<file path="src/swc_pkg.sv">
package swc_pkg;

  // timing
  localparam int          CLK_HZ          = 50_000_000;
  localparam int          BTN_LONG_SEC    = 7;
  localparam int unsigned BTN_LONG_CYCLES = BTN_LONG_SEC * CLK_HZ;

  // register byte offsets
  localparam logic [7:0] OFS_CTRL     = 8'h00;
  localparam logic [7:0] OFS_CMD      = 8'h04;
  localparam logic [7:0] OFS_STATE    = 8'h08;
  localparam logic [7:0] OFS_EV_STAT  = 8'h0C;
  localparam logic [7:0] OFS_EV_CLR   = 8'h10;
  localparam logic [7:0] OFS_EV_EN    = 8'h14;
  localparam logic [7:0] OFS_TACH     = 8'h18;

  // control register fields
  localparam int CTRL_W          = 7;
  localparam int CTRL_SOFT_OFF   = 0;
  localparam int CTRL_ACPI       = 1;
  localparam int CTRL_ONBOARD    = 2;
  localparam int CTRL_MODEM_UNM  = 3;
  localparam int CTRL_BTN_S3     = 4;
  localparam int CTRL_REC_LO     = 5;
  localparam logic [CTRL_W-1:0] CTRL_RESET = 7'h0A;

  // power-failure recovery policy
  localparam logic [1:0] REC_OFF  = 2'h0;
  localparam logic [1:0] REC_ON   = 2'h1;
  localparam logic [1:0] REC_LAST = 2'h2;

  // software commands
  localparam logic [2:0] CMD_S1     = 3'h1;
  localparam logic [2:0] CMD_S3     = 3'h2;
  localparam logic [2:0] CMD_OFF    = 3'h3;
  localparam logic [2:0] CMD_LEGACY = 3'h4;

  // event bits
  localparam int EV_W    = 8;
  localparam int EV_USB  = 0;
  localparam int EV_KBD  = 1;
  localparam int EV_PME  = 2;
  localparam int EV_RTC  = 3;
  localparam int EV_RING = 4;
  localparam int EV_NET  = 5;
  localparam int EV_BTN  = 6;
  localparam int EV_MAIN = 7;

  // the only slot whose PME may wake from soft-off (second slot, zero based)
  localparam int PME_S5_SLOT = 1;

  typedef enum logic [5:0] {
    ST_WORK   = 6'h01,
    ST_S1     = 6'h02,
    ST_S3     = 6'h04,
    ST_OFF    = 6'h08,
    ST_LEGACY = 6'h10,
    ST_LOST   = 6'h20
  } pstate_type;

endpackage : swc_pkg

</file>
<file path="src/btn_if.sv">
interface btn_if;
  logic short_press;
  logic long_press;
  modport drv (output short_press, output long_press);
  modport sink (input short_press, input long_press);
endinterface : btn_if

</file>
<file path="src/pwr_button_timer.sv">
module pwr_button_timer #(
  parameter int unsigned LONG_CYCLES = swc_pkg::BTN_LONG_CYCLES
) (
  // clock and reset
  input  wire logic clk_in,
  input  wire logic rstn_in,
  // button, low while pressed
  input  wire logic btn_n_in,
  // press classification
  btn_if.drv        evt
);

  typedef struct packed {
    logic [31:0] cnt;
    logic        held;
    logic        fired;
    logic        short_p;
    logic        long_p;
  } tmr_type;

  tmr_type s_q;
  tmr_type s_d;

  always_comb begin
    s_d         = s_q;
    s_d.short_p = 1'b0;
    s_d.long_p  = 1'b0;
    if (!btn_n_in) begin
      s_d.held = 1'b1;
      if (!s_q.fired) begin
        // long press fires while still held, so release adds nothing
        if (s_q.cnt == 32'(LONG_CYCLES - 1)) begin
          s_d.long_p = 1'b1;
          s_d.fired  = 1'b1;
        end else begin
          s_d.cnt = s_q.cnt + 32'h1;
        end
      end
    end else begin
      s_d.short_p = s_q.held & ~s_q.fired;
      s_d.held    = 1'b0;
      s_d.fired   = 1'b0;
      s_d.cnt     = 32'h0;
    end
  end

  always_ff @(posedge clk_in or negedge rstn_in) begin
    if (!rstn_in) begin
      s_q <= '0;
    end else begin
      s_q <= s_d;
    end
  end

  assign evt.short_press = s_q.short_p;
  assign evt.long_press  = s_q.long_p;

endmodule : pwr_button_timer

</file>
<file path="src/sleep_wake_event_control.sv">
module sleep_wake_event_control #(
  parameter int unsigned BTN_LONG_CYCLES = swc_pkg::BTN_LONG_CYCLES,
  parameter int          NUM_PME_SLOTS   = 4
) (
  // clock and reset
  input  wire logic                     CLK_IN,
  input  wire logic                     RSTN_IN,
  // register port
  input  wire logic [7:0]               ADDR_IN,
  input  wire logic [31:0]              WDATA_IN,
  input  wire logic                     WR_IN,
  input  wire logic                     RD_IN,
  output logic      [31:0]              RDATA_OUT,
  // wake sources
  input  wire logic                     USB_ACT_IN,
  input  wire logic                     KBD_ACT_IN,
  input  wire logic [NUM_PME_SLOTS-1:0] PME_N_IN,
  input  wire logic                     RTC_ALARM_IN,
  input  wire logic                     RING_IN,
  input  wire logic                     NET_HDR_WAKE_IN,
  input  wire logic                     NET_ONBOARD_WAKE_IN,
  input  wire logic                     PWR_BTN_N_IN,
  // supply and board
  input  wire logic                     MAINS_OK_IN,
  input  wire logic                     LED_DUAL_IN,
  input  wire logic                     CPU_TACH_IN,
  input  wire logic                     SYS_TACH_IN,
  // power outputs
  output logic                          PSU_ON_OUT,
  output logic                          SYS_FAN_OUT,
  output logic                          CHASSIS_FAN_OUT,
  output logic                          LED_GREEN_OUT,
  output logic                          LED_AMBER_OUT,
  // interrupt
  output logic                          IRQ_OUT
);

  typedef struct packed {
    swc_pkg::pstate_type           state;
    logic                          prev_on;
    logic [swc_pkg::CTRL_W-1:0]    ctrl;
    logic [swc_pkg::EV_W-1:0]      ev_stat;
    logic [swc_pkg::EV_W-1:0]      ev_en;
    logic [31:0]                   rdata;
    logic                          cpu_tach;
    logic                          sys_tach;
    logic [15:0]                   cpu_cnt;
    logic [15:0]                   sys_cnt;
  } ctl_type;

  localparam ctl_type RESET_S = '{
    state:    swc_pkg::ST_LOST,
    prev_on:  1'b0,
    ctrl:     swc_pkg::CTRL_RESET,
    ev_stat:  8'h00,
    ev_en:    8'h00,
    rdata:    32'h0,
    cpu_tach: 1'b0,
    sys_tach: 1'b0,
    cpu_cnt:  16'h0,
    sys_cnt:  16'h0
  };

  localparam logic [5:0] SET_SLEEP_ACPI = swc_pkg::ST_S1 | swc_pkg::ST_S3;
  localparam logic [5:0] SET_ACPI_S5    = SET_SLEEP_ACPI | swc_pkg::ST_OFF;
  localparam logic [5:0] SET_ANY_SLEEP  = SET_ACPI_S5 | swc_pkg::ST_LEGACY;
  localparam logic [5:0] SET_RING       = swc_pkg::ST_S1 | swc_pkg::ST_LEGACY;
  localparam logic [5:0] SET_PSU_ON     = swc_pkg::ST_WORK | SET_RING;

  function automatic logic in_set(input swc_pkg::pstate_type st, input logic [5:0] set);
    in_set = |(st & set);
  endfunction : in_set

  ctl_type                  s_q;
  ctl_type                  s_d;
  logic [swc_pkg::EV_W-1:0] wake;
  logic                     pme_any;
  logic                     pme_s5;
  logic [1:0]               rec;
  logic                     restore_on;

  btn_if b ();

  pwr_button_timer #(
    .LONG_CYCLES (BTN_LONG_CYCLES)
  ) u_btn (
    .clk_in   (CLK_IN),
    .rstn_in  (RSTN_IN),
    .btn_n_in (PWR_BTN_N_IN),
    .evt      (b)
  );

  assign pme_any    = |(~PME_N_IN);
  assign pme_s5     = ~PME_N_IN[swc_pkg::PME_S5_SLOT];
  assign rec        = s_q.ctrl[swc_pkg::CTRL_REC_LO +: 2];
  assign restore_on = ~s_q.ctrl[swc_pkg::CTRL_SOFT_OFF] | (rec == swc_pkg::REC_ON) |
                      ((rec == swc_pkg::REC_LAST) & s_q.prev_on);

  // each source only counts in the states it supports, never when working
  always_comb begin
    wake                   = '0;
    wake[swc_pkg::EV_USB]  = USB_ACT_IN & in_set(s_q.state, SET_SLEEP_ACPI);
    wake[swc_pkg::EV_KBD]  = KBD_ACT_IN & in_set(s_q.state, SET_SLEEP_ACPI);
    wake[swc_pkg::EV_PME]  = (pme_any & in_set(s_q.state, SET_SLEEP_ACPI)) |
                             (pme_s5 & (s_q.state == swc_pkg::ST_OFF));
    wake[swc_pkg::EV_RTC]  = RTC_ALARM_IN & in_set(s_q.state, SET_ACPI_S5);
    // one ring level is enough; no ring counting
    wake[swc_pkg::EV_RING] = RING_IN & s_q.ctrl[swc_pkg::CTRL_MODEM_UNM] &
                             in_set(s_q.state, SET_RING);
    wake[swc_pkg::EV_NET]  = (NET_HDR_WAKE_IN & ~s_q.ctrl[swc_pkg::CTRL_ACPI] &
                              in_set(s_q.state, SET_ANY_SLEEP)) |
                             (NET_ONBOARD_WAKE_IN & s_q.ctrl[swc_pkg::CTRL_ACPI] &
                              s_q.ctrl[swc_pkg::CTRL_ONBOARD] & in_set(s_q.state, SET_ACPI_S5));
    wake[swc_pkg::EV_BTN]  = b.short_press & in_set(s_q.state, SET_ANY_SLEEP);
  end

  always_comb begin
    s_d       = s_q;
    s_d.rdata = 32'h0;

    // power state, mains loss first, then forced off, wakes, commands
    if (!MAINS_OK_IN) begin
      if (s_q.state != swc_pkg::ST_LOST) begin
        s_d.prev_on = (s_q.state != swc_pkg::ST_OFF);
        s_d.state   = swc_pkg::ST_LOST;
      end
    end else if (s_q.state == swc_pkg::ST_LOST) begin
      s_d.state = restore_on ? swc_pkg::ST_WORK : swc_pkg::ST_OFF;
    end else if (b.long_press && s_q.state != swc_pkg::ST_OFF) begin
      s_d.state = swc_pkg::ST_OFF;
    end else if (|wake) begin
      // memory is kept powered in S3, so resume goes straight to working
      s_d.state = swc_pkg::ST_WORK;
    end else if (b.short_press && s_q.state == swc_pkg::ST_WORK) begin
      s_d.state = s_q.ctrl[swc_pkg::CTRL_BTN_S3] ? swc_pkg::ST_S3 : swc_pkg::ST_S1;
    end else if (WR_IN && ADDR_IN == swc_pkg::OFS_CMD && s_q.state == swc_pkg::ST_WORK) begin
      case (WDATA_IN[2:0])
        swc_pkg::CMD_S1:     s_d.state = swc_pkg::ST_S1;
        swc_pkg::CMD_S3:     s_d.state = swc_pkg::ST_S3;
        swc_pkg::CMD_LEGACY: s_d.state = swc_pkg::ST_LEGACY;
        swc_pkg::CMD_OFF: begin
          if (s_q.ctrl[swc_pkg::CTRL_SOFT_OFF]) begin
            s_d.state = swc_pkg::ST_OFF;
          end
        end
        default:             s_d.state = s_q.state;
      endcase
    end

    // register writes
    if (WR_IN) begin
      case (ADDR_IN)
        swc_pkg::OFS_CTRL:   s_d.ctrl  = WDATA_IN[swc_pkg::CTRL_W-1:0];
        swc_pkg::OFS_EV_EN:  s_d.ev_en = WDATA_IN[swc_pkg::EV_W-1:0];
        default:             s_d.ctrl  = s_q.ctrl;
      endcase
    end

    // sticky events: a new event beats a clear in the same cycle
    s_d.ev_stat = s_q.ev_stat;
    if (WR_IN && ADDR_IN == swc_pkg::OFS_EV_CLR) begin
      s_d.ev_stat = s_q.ev_stat & ~WDATA_IN[swc_pkg::EV_W-1:0];
    end
    s_d.ev_stat = s_d.ev_stat | wake;
    if (MAINS_OK_IN && s_q.state == swc_pkg::ST_LOST) begin
      s_d.ev_stat[swc_pkg::EV_MAIN] = 1'b1;
    end

    // only processor and system fans have tach feedback
    s_d.cpu_tach = CPU_TACH_IN;
    s_d.sys_tach = SYS_TACH_IN;
    if (CPU_TACH_IN && !s_q.cpu_tach) begin
      s_d.cpu_cnt = s_q.cpu_cnt + 16'h1;
    end
    if (SYS_TACH_IN && !s_q.sys_tach) begin
      s_d.sys_cnt = s_q.sys_cnt + 16'h1;
    end

    // reads answer in the next cycle; unmapped reads return zero
    if (RD_IN) begin
      case (ADDR_IN)
        swc_pkg::OFS_CTRL:    s_d.rdata = {25'h0, s_q.ctrl};
        swc_pkg::OFS_STATE:   s_d.rdata = {24'h0, MAINS_OK_IN, s_q.prev_on, s_q.state};
        swc_pkg::OFS_EV_STAT: s_d.rdata = {24'h0, s_q.ev_stat};
        swc_pkg::OFS_EV_EN:   s_d.rdata = {24'h0, s_q.ev_en};
        swc_pkg::OFS_TACH:    s_d.rdata = {s_q.sys_cnt, s_q.cpu_cnt};
        default:              s_d.rdata = 32'h0;
      endcase
    end
  end

  always_ff @(posedge CLK_IN or negedge RSTN_IN) begin
    if (!RSTN_IN) begin
      s_q <= RESET_S;
    end else begin
      s_q <= s_d;
    end
  end

  assign RDATA_OUT       = s_q.rdata;
  assign IRQ_OUT         = |(s_q.ev_stat & s_q.ev_en);
  assign PSU_ON_OUT      = in_set(s_q.state, SET_PSU_ON);
  assign SYS_FAN_OUT     = (s_q.state == swc_pkg::ST_WORK);
  assign CHASSIS_FAN_OUT = (s_q.state == swc_pkg::ST_WORK);
  assign LED_GREEN_OUT   = (s_q.state == swc_pkg::ST_WORK);
  // single-colour indicator stays dark in sleep
  assign LED_AMBER_OUT   = LED_DUAL_IN & in_set(s_q.state, SET_SLEEP_ACPI | swc_pkg::ST_LEGACY);
endmodule : sleep_wake_event_control

</file>
<file path="config.mk">
export PLATFORM = sky130hd
export DESIGN_NAME = sleep_wake_event_control
export DESIGN_NICKNAME = d
export VERILOG_FILES = /design/src/swc_pkg.sv /design/src/btn_if.sv /design/src/pwr_button_timer.sv /design/src/sleep_wake_event_control.sv
export SDC_FILE = /design/constraint.sdc
export NUM_CORES = 1
export LEC_CHECK = 0
export ABC_AREA = 1
export BUFFER_PORTS_ARGS = -buffer_cell sky130_fd_sc_hd__buf_2
export CAP_MARGIN = 20
export CORE_MARGIN = 10
export CORE_UTILIZATION = 41
export CTS_BUF_LIST = sky130_fd_sc_hd__clkbuf_4
export DETAILED_ROUTE_END_ITERATION = 6
export MAX_ROUTING_LAYER = met4
export SLEW_MARGIN = 5
export SYNTH_ARGS = -nofsm -noshare
export SYNTH_HDL_FRONTEND = slang
export SYNTH_SLANG_ARGS = --single-unit
</file>
<file path="constraint.sdc">
create_clock -name CLK_IN -period 3 [get_ports CLK_IN]
set_clock_uncertainty 0.1 [all_clocks]
set_input_delay 0.45 -clock CLK_IN [delete_from_list [all_inputs] [get_ports CLK_IN]]
set_output_delay 0.45 -clock CLK_IN [all_outputs]
set_load 0.02 [all_outputs]
</file>
After elaboration in Yosys (flattened, before gate mapping)
Cells that the tools add are included.
{"block": "word_totals", "regBits": 132, "latch_bits": 0, "ram_bits": 0, "romBits": 0, "inputBits": 59, "out_inout_bits": 38, "mem_count": 0}
{"block": "op_classes", "n_addsub": 3, "mul": 0, "div_mod_pow": 0, "order_cmp": 0, "n_eq_ne": 23, "shift": 0, "n_mux": 23, "bitwise": 30, "n_reduce_logical": 26}
{"cell": "case mux 32 bit (5 select lines)", "n": 1}
{"cell": "2-to-1 mux 32 bit", "n": 3}
{"cell": "2-to-1 mux 6 bit", "n": 7}
{"cell": "2-to-1 mux 34 bit", "n": 1}
{"cell": "adder 16 x 1 -> 16 bit (second input constant)", "n": 2}
{"cell": "adder 32 x 1 -> 32 bit (second input constant)", "n": 1}
{"cell": "equality test 32 x 29 -> 1 bit (second input constant)", "n": 1}
{"cell": "equality test 8 x 5 -> 1 bit (second input constant)", "n": 3}
{"cell": "case mux 6 bit (4 select lines)", "n": 1}
{"cell": "AND 1 bit", "n": 16}
{"cell": "AND 8 bit", "n": 2}
{"cell": "equality test 8 x 4 -> 1 bit (second input constant)", "n": 2}
{"cell": "inequality test 9 x 1 -> 1 bit (second input constant)", "n": 1}
{"cell": "OR reduction 3 bit", "n": 3}
{"cell": "equality test 8 x 3 -> 1 bit (second input constant)", "n": 1}
{"cell": "logical AND 1 bit", "n": 8}
{"cell": "logical NOT 8 bit", "n": 1}
{"cell": "2-to-1 mux 8 bit", "n": 1}
{"cell": "inverter 8 bit", "n": 1}
{"cell": "OR 8 x 7 -> 8 bit", "n": 1}
{"cell": "AND reduction 2 bit", "n": 4}
{"cell": "OR reduction 4 bit", "n": 2}
{"cell": "OR reduction 8 bit", "n": 1}
{"cell": "2-to-1 mux 7 bit", "n": 1}
{"cell": "24 further kinds", "n": 40}

Longest topological paths before layout
Gate-level depths: netlist of run 1.
{"block": "depth", "depth_word": 9, "depth_mapped": 13, "mapped_depth_nobuf": 13}

Cells and area by module
Synthesis of run 1 repeated with hierarchy kept, for this count alone.
{"block": "unflattened", "hier_cells": 904, "hier_area_um2": 7124.3}
{"module": "sleep_wake_event_control", "n_inst": 1, "cells_each": 528, "area_per_inst_um2": 4645.7}
{"module": "pwr_button_timer", "n_inst": 1, "cells_each": 376, "area_per_inst_um2": 2478.6}

Worst setup path before layout of run 1
OpenSTA, ideal clock, no wires.
{"block": "synth_path", "path_kind": "register to register", "start": "register u_btn.s_q[4] (netlist bit)", "end": "register u_btn.s_q[11] (netlist bit)", "setup_ps": 117, "arrival_time_ps": 1671, "required_time_ps": 2783, "slack_ps": 1113, "stages_incl_launch_ff": 12, "path_buffers": 1, "path_cell_list": "dfrtp_1 ha_1 inv_1 nor2_4 nand2_4 nor4_2 nand3_2 nand2_4 inv_2 buf_6 nand2_1 nand2_1"}
{"block": "synth_via", "elab_chain_len": 4, "word_cells_on_any_way": 7, "cone_classes": "add/sub (1); eq/ne (2); mux (3); reduce/logical (1)"}
{"item": "from (decl)", "line_no": "pwr_button_timer.sv:21", "source": "tmr_type s_q;"}
{"item": "from (signal assigned)", "line_no": "pwr_button_timer.sv:49", "source": "s_q <= '0;"}
{"item": "from (signal assigned)", "line_no": "pwr_button_timer.sv:51", "source": "s_q <= s_d;"}
{"item": "adder 32 x 1 -> 32 bit", "line_no": "pwr_button_timer.sv:36", "source": "s_d.cnt = s_q.cnt + 32'h1;"}
{"item": "2-to-1 mux 32 bit", "line_no": "pwr_button_timer.sv:32", "source": "if (s_q.cnt == 32'(LONG_CYCLES - 1)) begin"}
{"item": "2-to-1 mux 32 bit", "line_no": "pwr_button_timer.sv:30", "source": "if (!s_q.fired) begin"}
{"item": "2-to-1 mux 34 bit", "line_no": "pwr_button_timer.sv:28", "source": "if (!btn_n_in) begin"}
Parallel ways exist; a longest one is shown, timed or not. The select of a mux whose other input is x is not followed.
A chain may end at the register's enable or synchronous reset.

Worst setup path in the final report of run 1
{"block": "layout_path", "start": "register u_btn.s_q[4] (netlist bit)", "end": "register u_btn.s_q[29] (netlist bit)"}
Same word-level chain as after synthesis.

==> results of run 1 <==
[layout make-up]
type	instances	share of cell area
flip-flops and latches	132	0.436
well taps	220	0.0363
multi-input cells	578	0.373
clock buffers	17	0.0168
repair buffers	82	0.0609
clock inverters	15	0.0246
diodes	2	0.000661
inverters	103	0.0510
[through the flow]
step	area (um2)	setup slack, ns	instances	util	power, mW
after floorplan	6860	1.11	861	-	2.59
after global placement	7230	0.676	1112	0.439	2.83
after detailed placement	7230	0.638	1112	0.439	2.84
after CTS	7570	0.610	1147	0.460	4.19
after global routing	7580	0.384	1149	0.460	4.42
final	7580	0.626	1149	0.460	4.14
[worst max-delay path by stage]
| stage | start | end | slack [ns] |
|---|---|---|---|
| final | u_btn.s_q[4]$_DFFE_PN0P_ | u_btn.s_q[29]$_DFFE_PN0P_ | 0.63 |
| after floorplan | u_btn.s_q[4]$_DFFE_PN0P_ | u_btn.s_q[11]$_DFFE_PN0P_ | 1.11 |
| after global placement | u_btn.s_q[4]$_DFFE_PN0P_ | u_btn.s_q[31]$_DFFE_PN0P_ | 0.68 |
| after detailed placement | u_btn.s_q[4]$_DFFE_PN0P_ | u_btn.s_q[35]$_DFFE_PN0P_ | 0.64 |
| after CTS | u_btn.s_q[4]$_DFFE_PN0P_ | u_btn.s_q[29]$_DFFE_PN0P_ | 0.61 |
| after global routing | u_btn.s_q[4]$_DFFE_PN0P_ | u_btn.s_q[23]$_DFFE_PN0P_ | 0.38 |
[critical path, cell delays in order (launching register included)]
cell and delay, ns:
dfrtp_1 0.42, ha_1 0.26, inv_1 0.11, nor2_4 0.22
nand2_4 0.09, nor4_2 0.31, nand3_2 0.16, nand2_4 0.25
buf_4 0.24, o21ai_0 0.10
[registers in the layout (all words and copies together) (netlist names)]
name,count
rec,2
u_btn.evt.long_press,1
u_btn.evt.short_press,1
RDATA_OUT,32
s_q,62
u_btn.s_q,34
[cell usage after synthesis (6+ instances only)]
master	instances	area, um2
nand2_1	207	777
dfrtp_1	129	3230
nor2_1	108	405
inv_1	102	383
o21ai_0	63	315
nand3_1	54	270
xor2_1	37	324
buf_4	36	270
nor3_1	24	120
nand4_1	16	100
a21oi_1	13	65.1
clkbuf_1	7	26.3
or2_2	7	43.8
nand3b_1	6	45.0
[power by group through the flow]
stage	Combinational (mW)	Clock [mW]	Sequential (mW)
2_1_floorplan	0.531	0	2.06
3_3_place_gp	0.733	0	2.10
3_5_place_dp	0.740	0	2.10
4_1_cts	0.746	1.37	2.07
5_1_grt	0.858	1.46	2.09
6_report	0.736	1.33	2.07
[logic make-up after synthesis]
family	after synthesis	synth area share
buf+inv	151	0.106
simple gates	436	0.274
compound gates	96	0.0777
flops	132	0.482
mux	1	0.00164
fa+ha+maj	3	0.00547
xor+xnor	42	0.0536
[layer usage]
layer,GRT usage,up-vias,share of wire
li1,-,2823,-
met1,0.196,2543,0.48
met2,0.219,121,0.45
met3,0.0394,17,0.059
met4,0.0540,0,0.013
met5,-,-,0
[repair_timing]
item                                   4_1_cts  5_1_grt
endpoints found under the hold margin       48        0
hold buffers                                 3        0
setup buffers                                0        0
setup endpoints to repair                    0        0
[cell usage in the layout, fill, tap and decap left out, drive strengths merged, types with 13 or more instances in the layout]
| cell type | instances |
|---|---|
| nand3 | 55 |
| inv | 113 |
| nand4 | 16 |
| nor3 | 24 |
| xor2 | 37 |
| o21ai | 68 |
| nor2 | 111 |
| clkbuf | 17 |
| buf | 79 |
| nand2 | 210 |
| a21oi | 13 |
| dfrtp | 129 |
==> impl_metrics.ini, run 1 <==
[status]
outcome = finished, final reports clean

[placement]
dp_hpwl_um = 11700
gp_congestion = 0.917
portBuffers = 72

[power_and_ir_drop]
ir_drop_mv = 0.291
power_density_mw_per_mm2 = 546
power.switching_mw = 1.42
clkPwrFrac = 0.322
seqPwrFrac = 0.500
switching_share = 0.344
p_int_mw = 2.71
p_comb_frac = 0.178
power.leakage_nw = 3.79

[layout]
seqCellArea_mm2 = 0.00331
syn2layout_area_growth_pct = 10.4
multi_input_area_mm2 = 0.00283
fillers = 1669
layout-drive-gt1-share = 0.145
nNetsFinal = 976

[timing]
max_freq_mhz = 421
fin_setup_tns_ns = 0
hold_viol = 0
setup_viol = 0
grt_setup_unrepaired = no
slew_headroom = 0.648
holdWs_ns = 0.0453
fin_crit_sh = 0.791
period_needed_ns = 2.37
slew_violations = 0
worst_pin_slew_ns = 0.526

[floorplan]
core-area_mm2 = 0.0165
initial_core_util = 0.417
fp.dieH_um = 149
die_w_um = 149
die-area_mm2 = 0.0223
floorplan.io_pins = 97
core.rowCount = 47

[drt]
drt_iter0_drc = 427
drt_pass1_iterations = 5
via_per_inst = 4.79
post_drt_wl_per_cell_um = 13.5
totalWireLength_um = 15500
route.detailed.drc = 0
route.antenna.remaining_nets = 0
vias = 5504

[logic_synthesis]
syn-num-nets = 923
ys_types = 39
async_flop_share = 1.00
ys_ff_latch = 132
syn_inst = 861
synth_area_per_cell_um2 = 7.97
syn-cell-area_mm2 = 0.00686
seq_area_frac_synth = 0.482
synth_edf_count = 0
yosys_warnings = 0
synth_flop_cell = dfrtp_1

[clock_network]
cts.reportedPaths.clkPinSlew_ns = 0.13
insertion_delay_ns = 0.56
clk_path_buf_depth = 2
cts_resized = 0
cts_made_buffers = 17
tritoncts = built
clock_tree.root_cell = clkbuf_4
clock_sinks = 132
cts_max_level = 4

[setup_path]
worst_setup_path_end_kind = register
start_kind = register
worstSetupPathType = reg -> reg
cp_max_fo = 25
critPathArrivalTime_ns = 2.72
r2r-start = u_btn.s_q[4]$_DFFE_PN0P_
ff2ff_setup_slack_ns = 0.63
r2r-end = u_btn.s_q[29]$_DFFE_PN0P_
ff2ff_path_depth = 9
required_ns = 3.35

[global_route]
grt_pass1_vias = 5326
grt_max_degree = 55
grtUsageTotal = 0.150
grt_pass1_wl_um = 26300
grt_overflow_total = 0
antenna_found_initial = 2

[hold_path]
hold-path-endpoint = s_q[75]$_DFF_PN0_
hold_path_class = in -> reg
worstHoldStart = KBD_ACT_IN
whs_path_depth = 3

[job]
cap_violations = 0
Power figures use the tool's default switching activity.
==> run 2: changes to the inputs <==
ABC_AREA = 0   (was 1)
clock period = 2.4 ns   (was 3 ns; I/O delays follow)
==> impl_metrics.ini, run 2 <==
[power_and_ir_drop]
p_comb_frac = 0.166
ir_drop_mv = 0.403
clkPwrFrac = 0.307
switching_share = 0.296
power.switching_mw = 1.49
power_density_mw_per_mm2 = 686
p_int_mw = 3.55
seqPwrFrac = 0.527
power.leakage_nw = 3.40

[logic_synthesis]
syn_inst = 592
synth_area_per_cell_um2 = 10.7
yosys_warnings = 0
synth-xor-area-share = 0.0592
yosys-mux-area-fraction = 0.0431
syn-cell-area_mm2 = 0.00636
synth_top_area_cell = dfrtp_1
synth.most_common_cell = dfrtp_1
async_flop_share = 1.00
synth-simple-area-share = 0.199
yosysTopAreaCellShare = 0.507
synth_compound_area_frac = 0.109
synth_top_family_by_area = simple AND/OR/NAND/NOR gates
seq_area_frac_synth = 0.520
post_synth_main_area_contributors = dfrtp_1, xnor2_1, buf_4, mux2_2, and3_1
ys_types = 68
synthAdderAreaFrac = 0.00590
yosys-top-cells-count = dfrtp_1, nand2_1, and3_1, xnor2_1
syn-num-nets = 654
ys_ff_latch = 132
synth_edf_count = 0
synth_flop_cell = dfrtp_1

[floorplan]
initial_core_util = 0.419
fp.dieH_um = 145
core-area_mm2 = 0.0152
die-area_mm2 = 0.0209
floorplan.io_pins = 97
die_w_um = 145
core.rowCount = 45

[layout]
syn2layout_area_growth_pct = 15.4
fin_cells = 878
largest_reg_flops = 62
postLayoutCoreUtil = 0.483
nNetsFinal = 738
fillers = 1439
layout-drive-gt1-share = 0.257
regMostFlops = s_q
final_common_cell = dfrtp_1
final_cell_mix = dfrtp_1, buf_2, nand2_1

[timing]
slew_violations = 0
worst_pin_slew_ns = 0.732
slew_headroom = 0.506
holdWs_ns = 0.0722
hold_viol = 0
fin_crit_sh = 0.960
period_needed_ns = 2.30
max_freq_mhz = 434
setup_ws_ns = 0.0968
setup_viol = 0

[setup_path]
required_ns = 1.94
cp_max_fo = 5
cpPeakStageDelay_ns = 0.61
worstSetupPathType = reg -> out
cp_slowest_cell = or4_4
cp.buffers_inverters = 1
start_kind = register
worst_setup_path_end_kind = primary output
critPathArrivalTime_ns = 1.84
crit_path_cell_trace = or4_4 > nor2_4 > buf_2
cp_top_family = simple AND/OR/NAND/NOR gates

[clock_network]
clk_path_buf_depth = 2
clock_tree.root_cell = clkbuf_4
cts_made_buffers = 17
tritoncts = built
cts_max_level = 4
insertion_delay_ns = 0.53
cts.reportedPaths.clkPinSlew_ns = 0.12
clock_sinks = 132

[global_route]
grt_pass1_wl_um = 24400
grtUsageTotal = 0.151
grt_pass1_vias = 4853
grt_overflow_total = 0
antenna_found_initial = 1
grt_max_degree = 45

[status]
outcome = finished, final reports clean

[placement]
dp_cells = 829
portBuffers = 72
gp_congestion = 0.828
place_ws_ns = 0.0740
dp_hpwl_um = 10700

[drt]
route.detailed.drc = 0
post_drt_wl_per_cell_um = 16.7
drt_iter0_drc = 320
drt_pass1_iterations = 4
totalWireLength_um = 14700
route.antenna.remaining_nets = 0
vias = 4745
via_per_inst = 5.40

[hold_path]
hold_path_class = in -> reg

[job]
cap_violations = 0
[run 2: changes by cell type after synthesis, moves of 12 or more]
cell and delta:
o21ai_0 -49, a22oi_1 +19, xnor2_1 +30, nand3_1 -38, xor2_1 -29, nand2_1 -159
and3_1 +35, nor2_1 -74, inv_1 -91, or3_1 +12, mux2_2 +20, nor3_1 -13
[run 2: cells by family after synthesis]
family,after synthesis
flops,132
compound gates,99
simple gates,225
mux,24
fa+ha+maj,3
buf+inv,66
xor+xnor,43
[run 2: what timing repair did]
action	4_1_cts	5_1_grt
endpoints found under the hold margin	56	0
resized for setup	3	6
cloned	0	0
setup endpoints to repair	3	8
hold buffers	15	0
setup buffers	0	1
[run 2: path summary, 6_finish.rpt]
check,start,to,slack [ns],depth (start not counted)
worst min register to register,s_q[31]$_DFFE_PN0P_,s_q[31]$_DFFE_PN0P_,0.37,1
worst max-delay path,s_q[94]$_DFFE_PN0P_,LED_GREEN_OUT,0.1,3
max in group asynchronous,RSTN_IN,s_q[83]$_DFFE_PN1P_,1.21,3
min in group asynchronous,RSTN_IN,u_btn.s_q[30]$_DFFE_PN0P_,0.26,2
worst min-delay path,WDATA_IN[2],s_q[76]$_DFF_PN0_,0.07,3
worst max register to register,u_btn.s_q[34]$_DFFE_PN0P_,u_btn.s_q[4]$_DFFE_PN0P_,0.11,6
[run 2: worst min-delay path: cells and delay by family]
kind | cells | cell delay [ns]
AO/OA/AOI/OAI | 1 | 0.10
AND/OR/NAND/NOR | 1 | 0.07
buffers and inverters | 1 | 0.15
[run 2: stage by stage]
| step | total power, mW | TNS (ns) | area [um2] |
|---|---|---|---|
| CTS | 5.08 | 0 | 7310 |
| global route | 5.31 | -0.000598 | 7340 |
| finish | 5.04 | 0 | 7340 |
| global placement | 3.45 | 0 | 6860 |
| floorplan | 3.12 | 0 | 6360 |
| detailed placement | 3.48 | 0 | 6860 |
[run 2: final cells by class]
type / instances / area, um2 / area share
sequential: 132 / 3310 / 0.451
tap: 188 / 235 / 0.0320
inverter: 11 / 41.3 / 0.00562
multi-input combinational: 394 / 2670 / 0.363
clock inverter: 14 / 160 / 0.0218
timing repair buffer: 120 / 795 / 0.108
clock buffer: 18 / 135 / 0.0184
antenna: 1 / 2.50 / 0.000341
[run 2: power groups by stage]
stage | Combinational (mW) | Sequential (mW) | Clock, mW
after floorplan | 0.518 | 2.61 | 0
after global placement | 0.767 | 2.68 | 0
after detailed placement | 0.788 | 2.69 | 0
after CTS | 0.822 | 2.65 | 1.61
after global routing | 0.925 | 2.68 | 1.71
final | 0.836 | 2.65 | 1.55
[run 2: routing by layer]
layer	routed length, um	vias up	GRT usage	share of wire
met5	0	-	-	0
met4	218	0	0.0489	0.015
met3	807	20	0.0400	0.055
met2	6990	99	0.232	0.48
met1	6650	2339	0.190	0.45
li1	-	2287	-	-
==> run 3: changes to the inputs <==
CORE_MARGIN = 2   (was 10)
==> impl_metrics.ini, run 3 (synthesis gave the netlist of run 2 again) <==
[setup_path]
cp_max_fo = 6
ff2ff_setup_slack_ns = 0.12
endpoint = u_btn.s_q[17]$_DFFE_PN0P_
cp_top_family = simple AND/OR/NAND/NOR gates
worstSetupPathDepth = 5
start_kind = register
worst_setup_path_end_kind = register
required_ns = 2.74
critPathArrivalTime_ns = 2.62
r2r-start = u_btn.s_q[34]$_DFFE_PN0P_
startpoint = u_btn.s_q[34]$_DFFE_PN0P_
cp.buffers_inverters = 0
ff2ff_path_depth = 5
r2r-end = u_btn.s_q[17]$_DFFE_PN0P_
cpPeakStageDelay_ns = 0.51
crit_path_cell_trace = or4b_1 > or4_4 > o31ai_4 > nor4_2 > mux2_4
cp_slowest_cell = or4b_1
worstSetupPathType = reg -> reg

[timing]
worst_pin_slew_ns = 0.766
fin_crit_sh = 0.950
max_freq_mhz = 438
period_needed_ns = 2.28
setup_viol = 0
fin_setup_tns_ns = 0
slew_headroom = 0.483
slew_violations = 0
hold_viol = 0
grt_setup_unrepaired = yes

[placement]
gp_congestion = 0.882
portBuffers = 72
dp_hpwl_um = 9800

[layout]
n_antenna_cell = 0
largest_reg_flops = 62
layout-drive-gt1-share = 0.263
final_common_cell = dfrtp_1
fillers = 1390
final_cell_mix = dfrtp_1, buf_2, nand2_1
nNetsFinal = 740
syn2layout_area_growth_pct = 15.9
regMostFlops = s_q

[drt]
totalWireLength_um = 14000
drt_iter0_drc = 281
post_drt_wl_per_cell_um = 16.0
drt_pass1_iterations = 5
via_per_inst = 5.38
route.detailed.drc = 0
route.antenna.remaining_nets = 0
vias = 4732

[floorplan]
die_w_um = 129
initial_core_util = 0.419
die-area_mm2 = 0.0165
fp.dieH_um = 129
core-area_mm2 = 0.0152
core.rowCount = 45
floorplan.io_pins = 97

[global_route]
grt_pass1_vias = 4725
grtUsageTotal = 0.187
grt_overflow_total = 0
grt_max_degree = 44
grt_pass1_wl_um = 23500
antenna_found_initial = 0

[clock_network]
clock_sinks = 132
clk_path_buf_depth = 2
tritoncts = built
cts_max_level = 4
clock_tree.root_cell = clkbuf_4
cts_made_buffers = 17
insertion_delay_ns = 0.55
cts.reportedPaths.clkPinSlew_ns = 0.13

[job]
cap_violations = 0

[power_and_ir_drop]
power.total_mw = 5.16
power.leakage_nw = 3.42
power_density_mw_per_mm2 = 700
ir_drop_mv = 0.286

[hold_path]
hold_path_class = in -> reg

[status]
outcome = finished, final reports clean
run 3: area by class of cell:
cell class	count	area [um2]	share of cell area
inverters	11	41.3	0.00560
multi-input cells	394	2660	0.361
well taps	188	235	0.0319
repair buffers	122	807	0.109
clock inverters	15	196	0.0266
flip-flops and latches	132	3310	0.449
clock buffers	17	128	0.0173
run 3: how the worst min path moves through the flow:
| stage | startpoint | to | slack, ns | cells after the start |
|---|---|---|---|---|
| after CTS | WDATA_IN[2] | s_q[76]$_DFF_PN0_ | 0.02 | 3 |
| after global routing | WDATA_IN[2] | s_q[76]$_DFF_PN0_ | 0.02 | 3 |
| final | WDATA_IN[2] | s_q[76]$_DFF_PN0_ | 0.07 | 3 |
| after detailed placement | RSTN_IN | u_btn.s_q[30]$_DFFE_PN0P_ | 0.25 | 1 |
| after floorplan | RSTN_IN | RDATA_OUT[0]$_DFF_PN0_ | -0.04 | 0 |
| after global placement | RSTN_IN | u_btn.s_q[30]$_DFFE_PN0P_ | 0.25 | 1 |
run 3: metrics by stage:
stage | std cells | hold slack (ns) | utilization | setup WS [ns] | instance area, um2
after floorplan | 592 | -0.0356 | - | 0.148 | 6360
after global placement | 831 | 0.245 | 0.452 | 0.114 | 6870
after detailed placement | 831 | 0.252 | 0.452 | 0.102 | 6870
after CTS | 878 | 0.0204 | 0.484 | 0.0383 | 7350
after global routing | 879 | 0.0158 | 0.485 | -0.0153 | 7370
final | 879 | 0.0657 | 0.485 | 0.119 | 7370
run 3: per-layer routing:
metal | share of wire | vias to the layer above | global-route usage | wire length [um]
li1 | - | 2294 | - | -
met1 | 0.47 | 2325 | 0.244 | 6660
met2 | 0.47 | 95 | 0.287 | 6660
met3 | 0.038 | 18 | 0.0511 | 533
met4 | 0.013 | 0 | 0.0563 | 178
met5 | 0 | - | - | 0
run 3: what timing repair did:
action / in CTS / in global routing
endpoints found under the hold margin: 50 / 0
resized for setup: 2 / 4
hold buffers: 15 / 0
endpoints found under the setup margin: 3 / 9
pin swaps: 0 / 1
buffers inserted: 0 / 1
run 3: report_power, final:
group          switching (mW)  leakage [nW]  internal (mW)
clock network           0.927         0.169          0.756
logic                   0.420          1.49          0.407
registers               0.239          1.76           2.41
total                    1.59          3.42           3.58
run 3: worst register-to-register path, delay by kind of cell (launching register included):
kind / cells / cell delay, ns
compound gates: 1 / 0.30
mux: 1 / 0.30
flops: 1 / 0.42
simple gates: 3 / 1.06
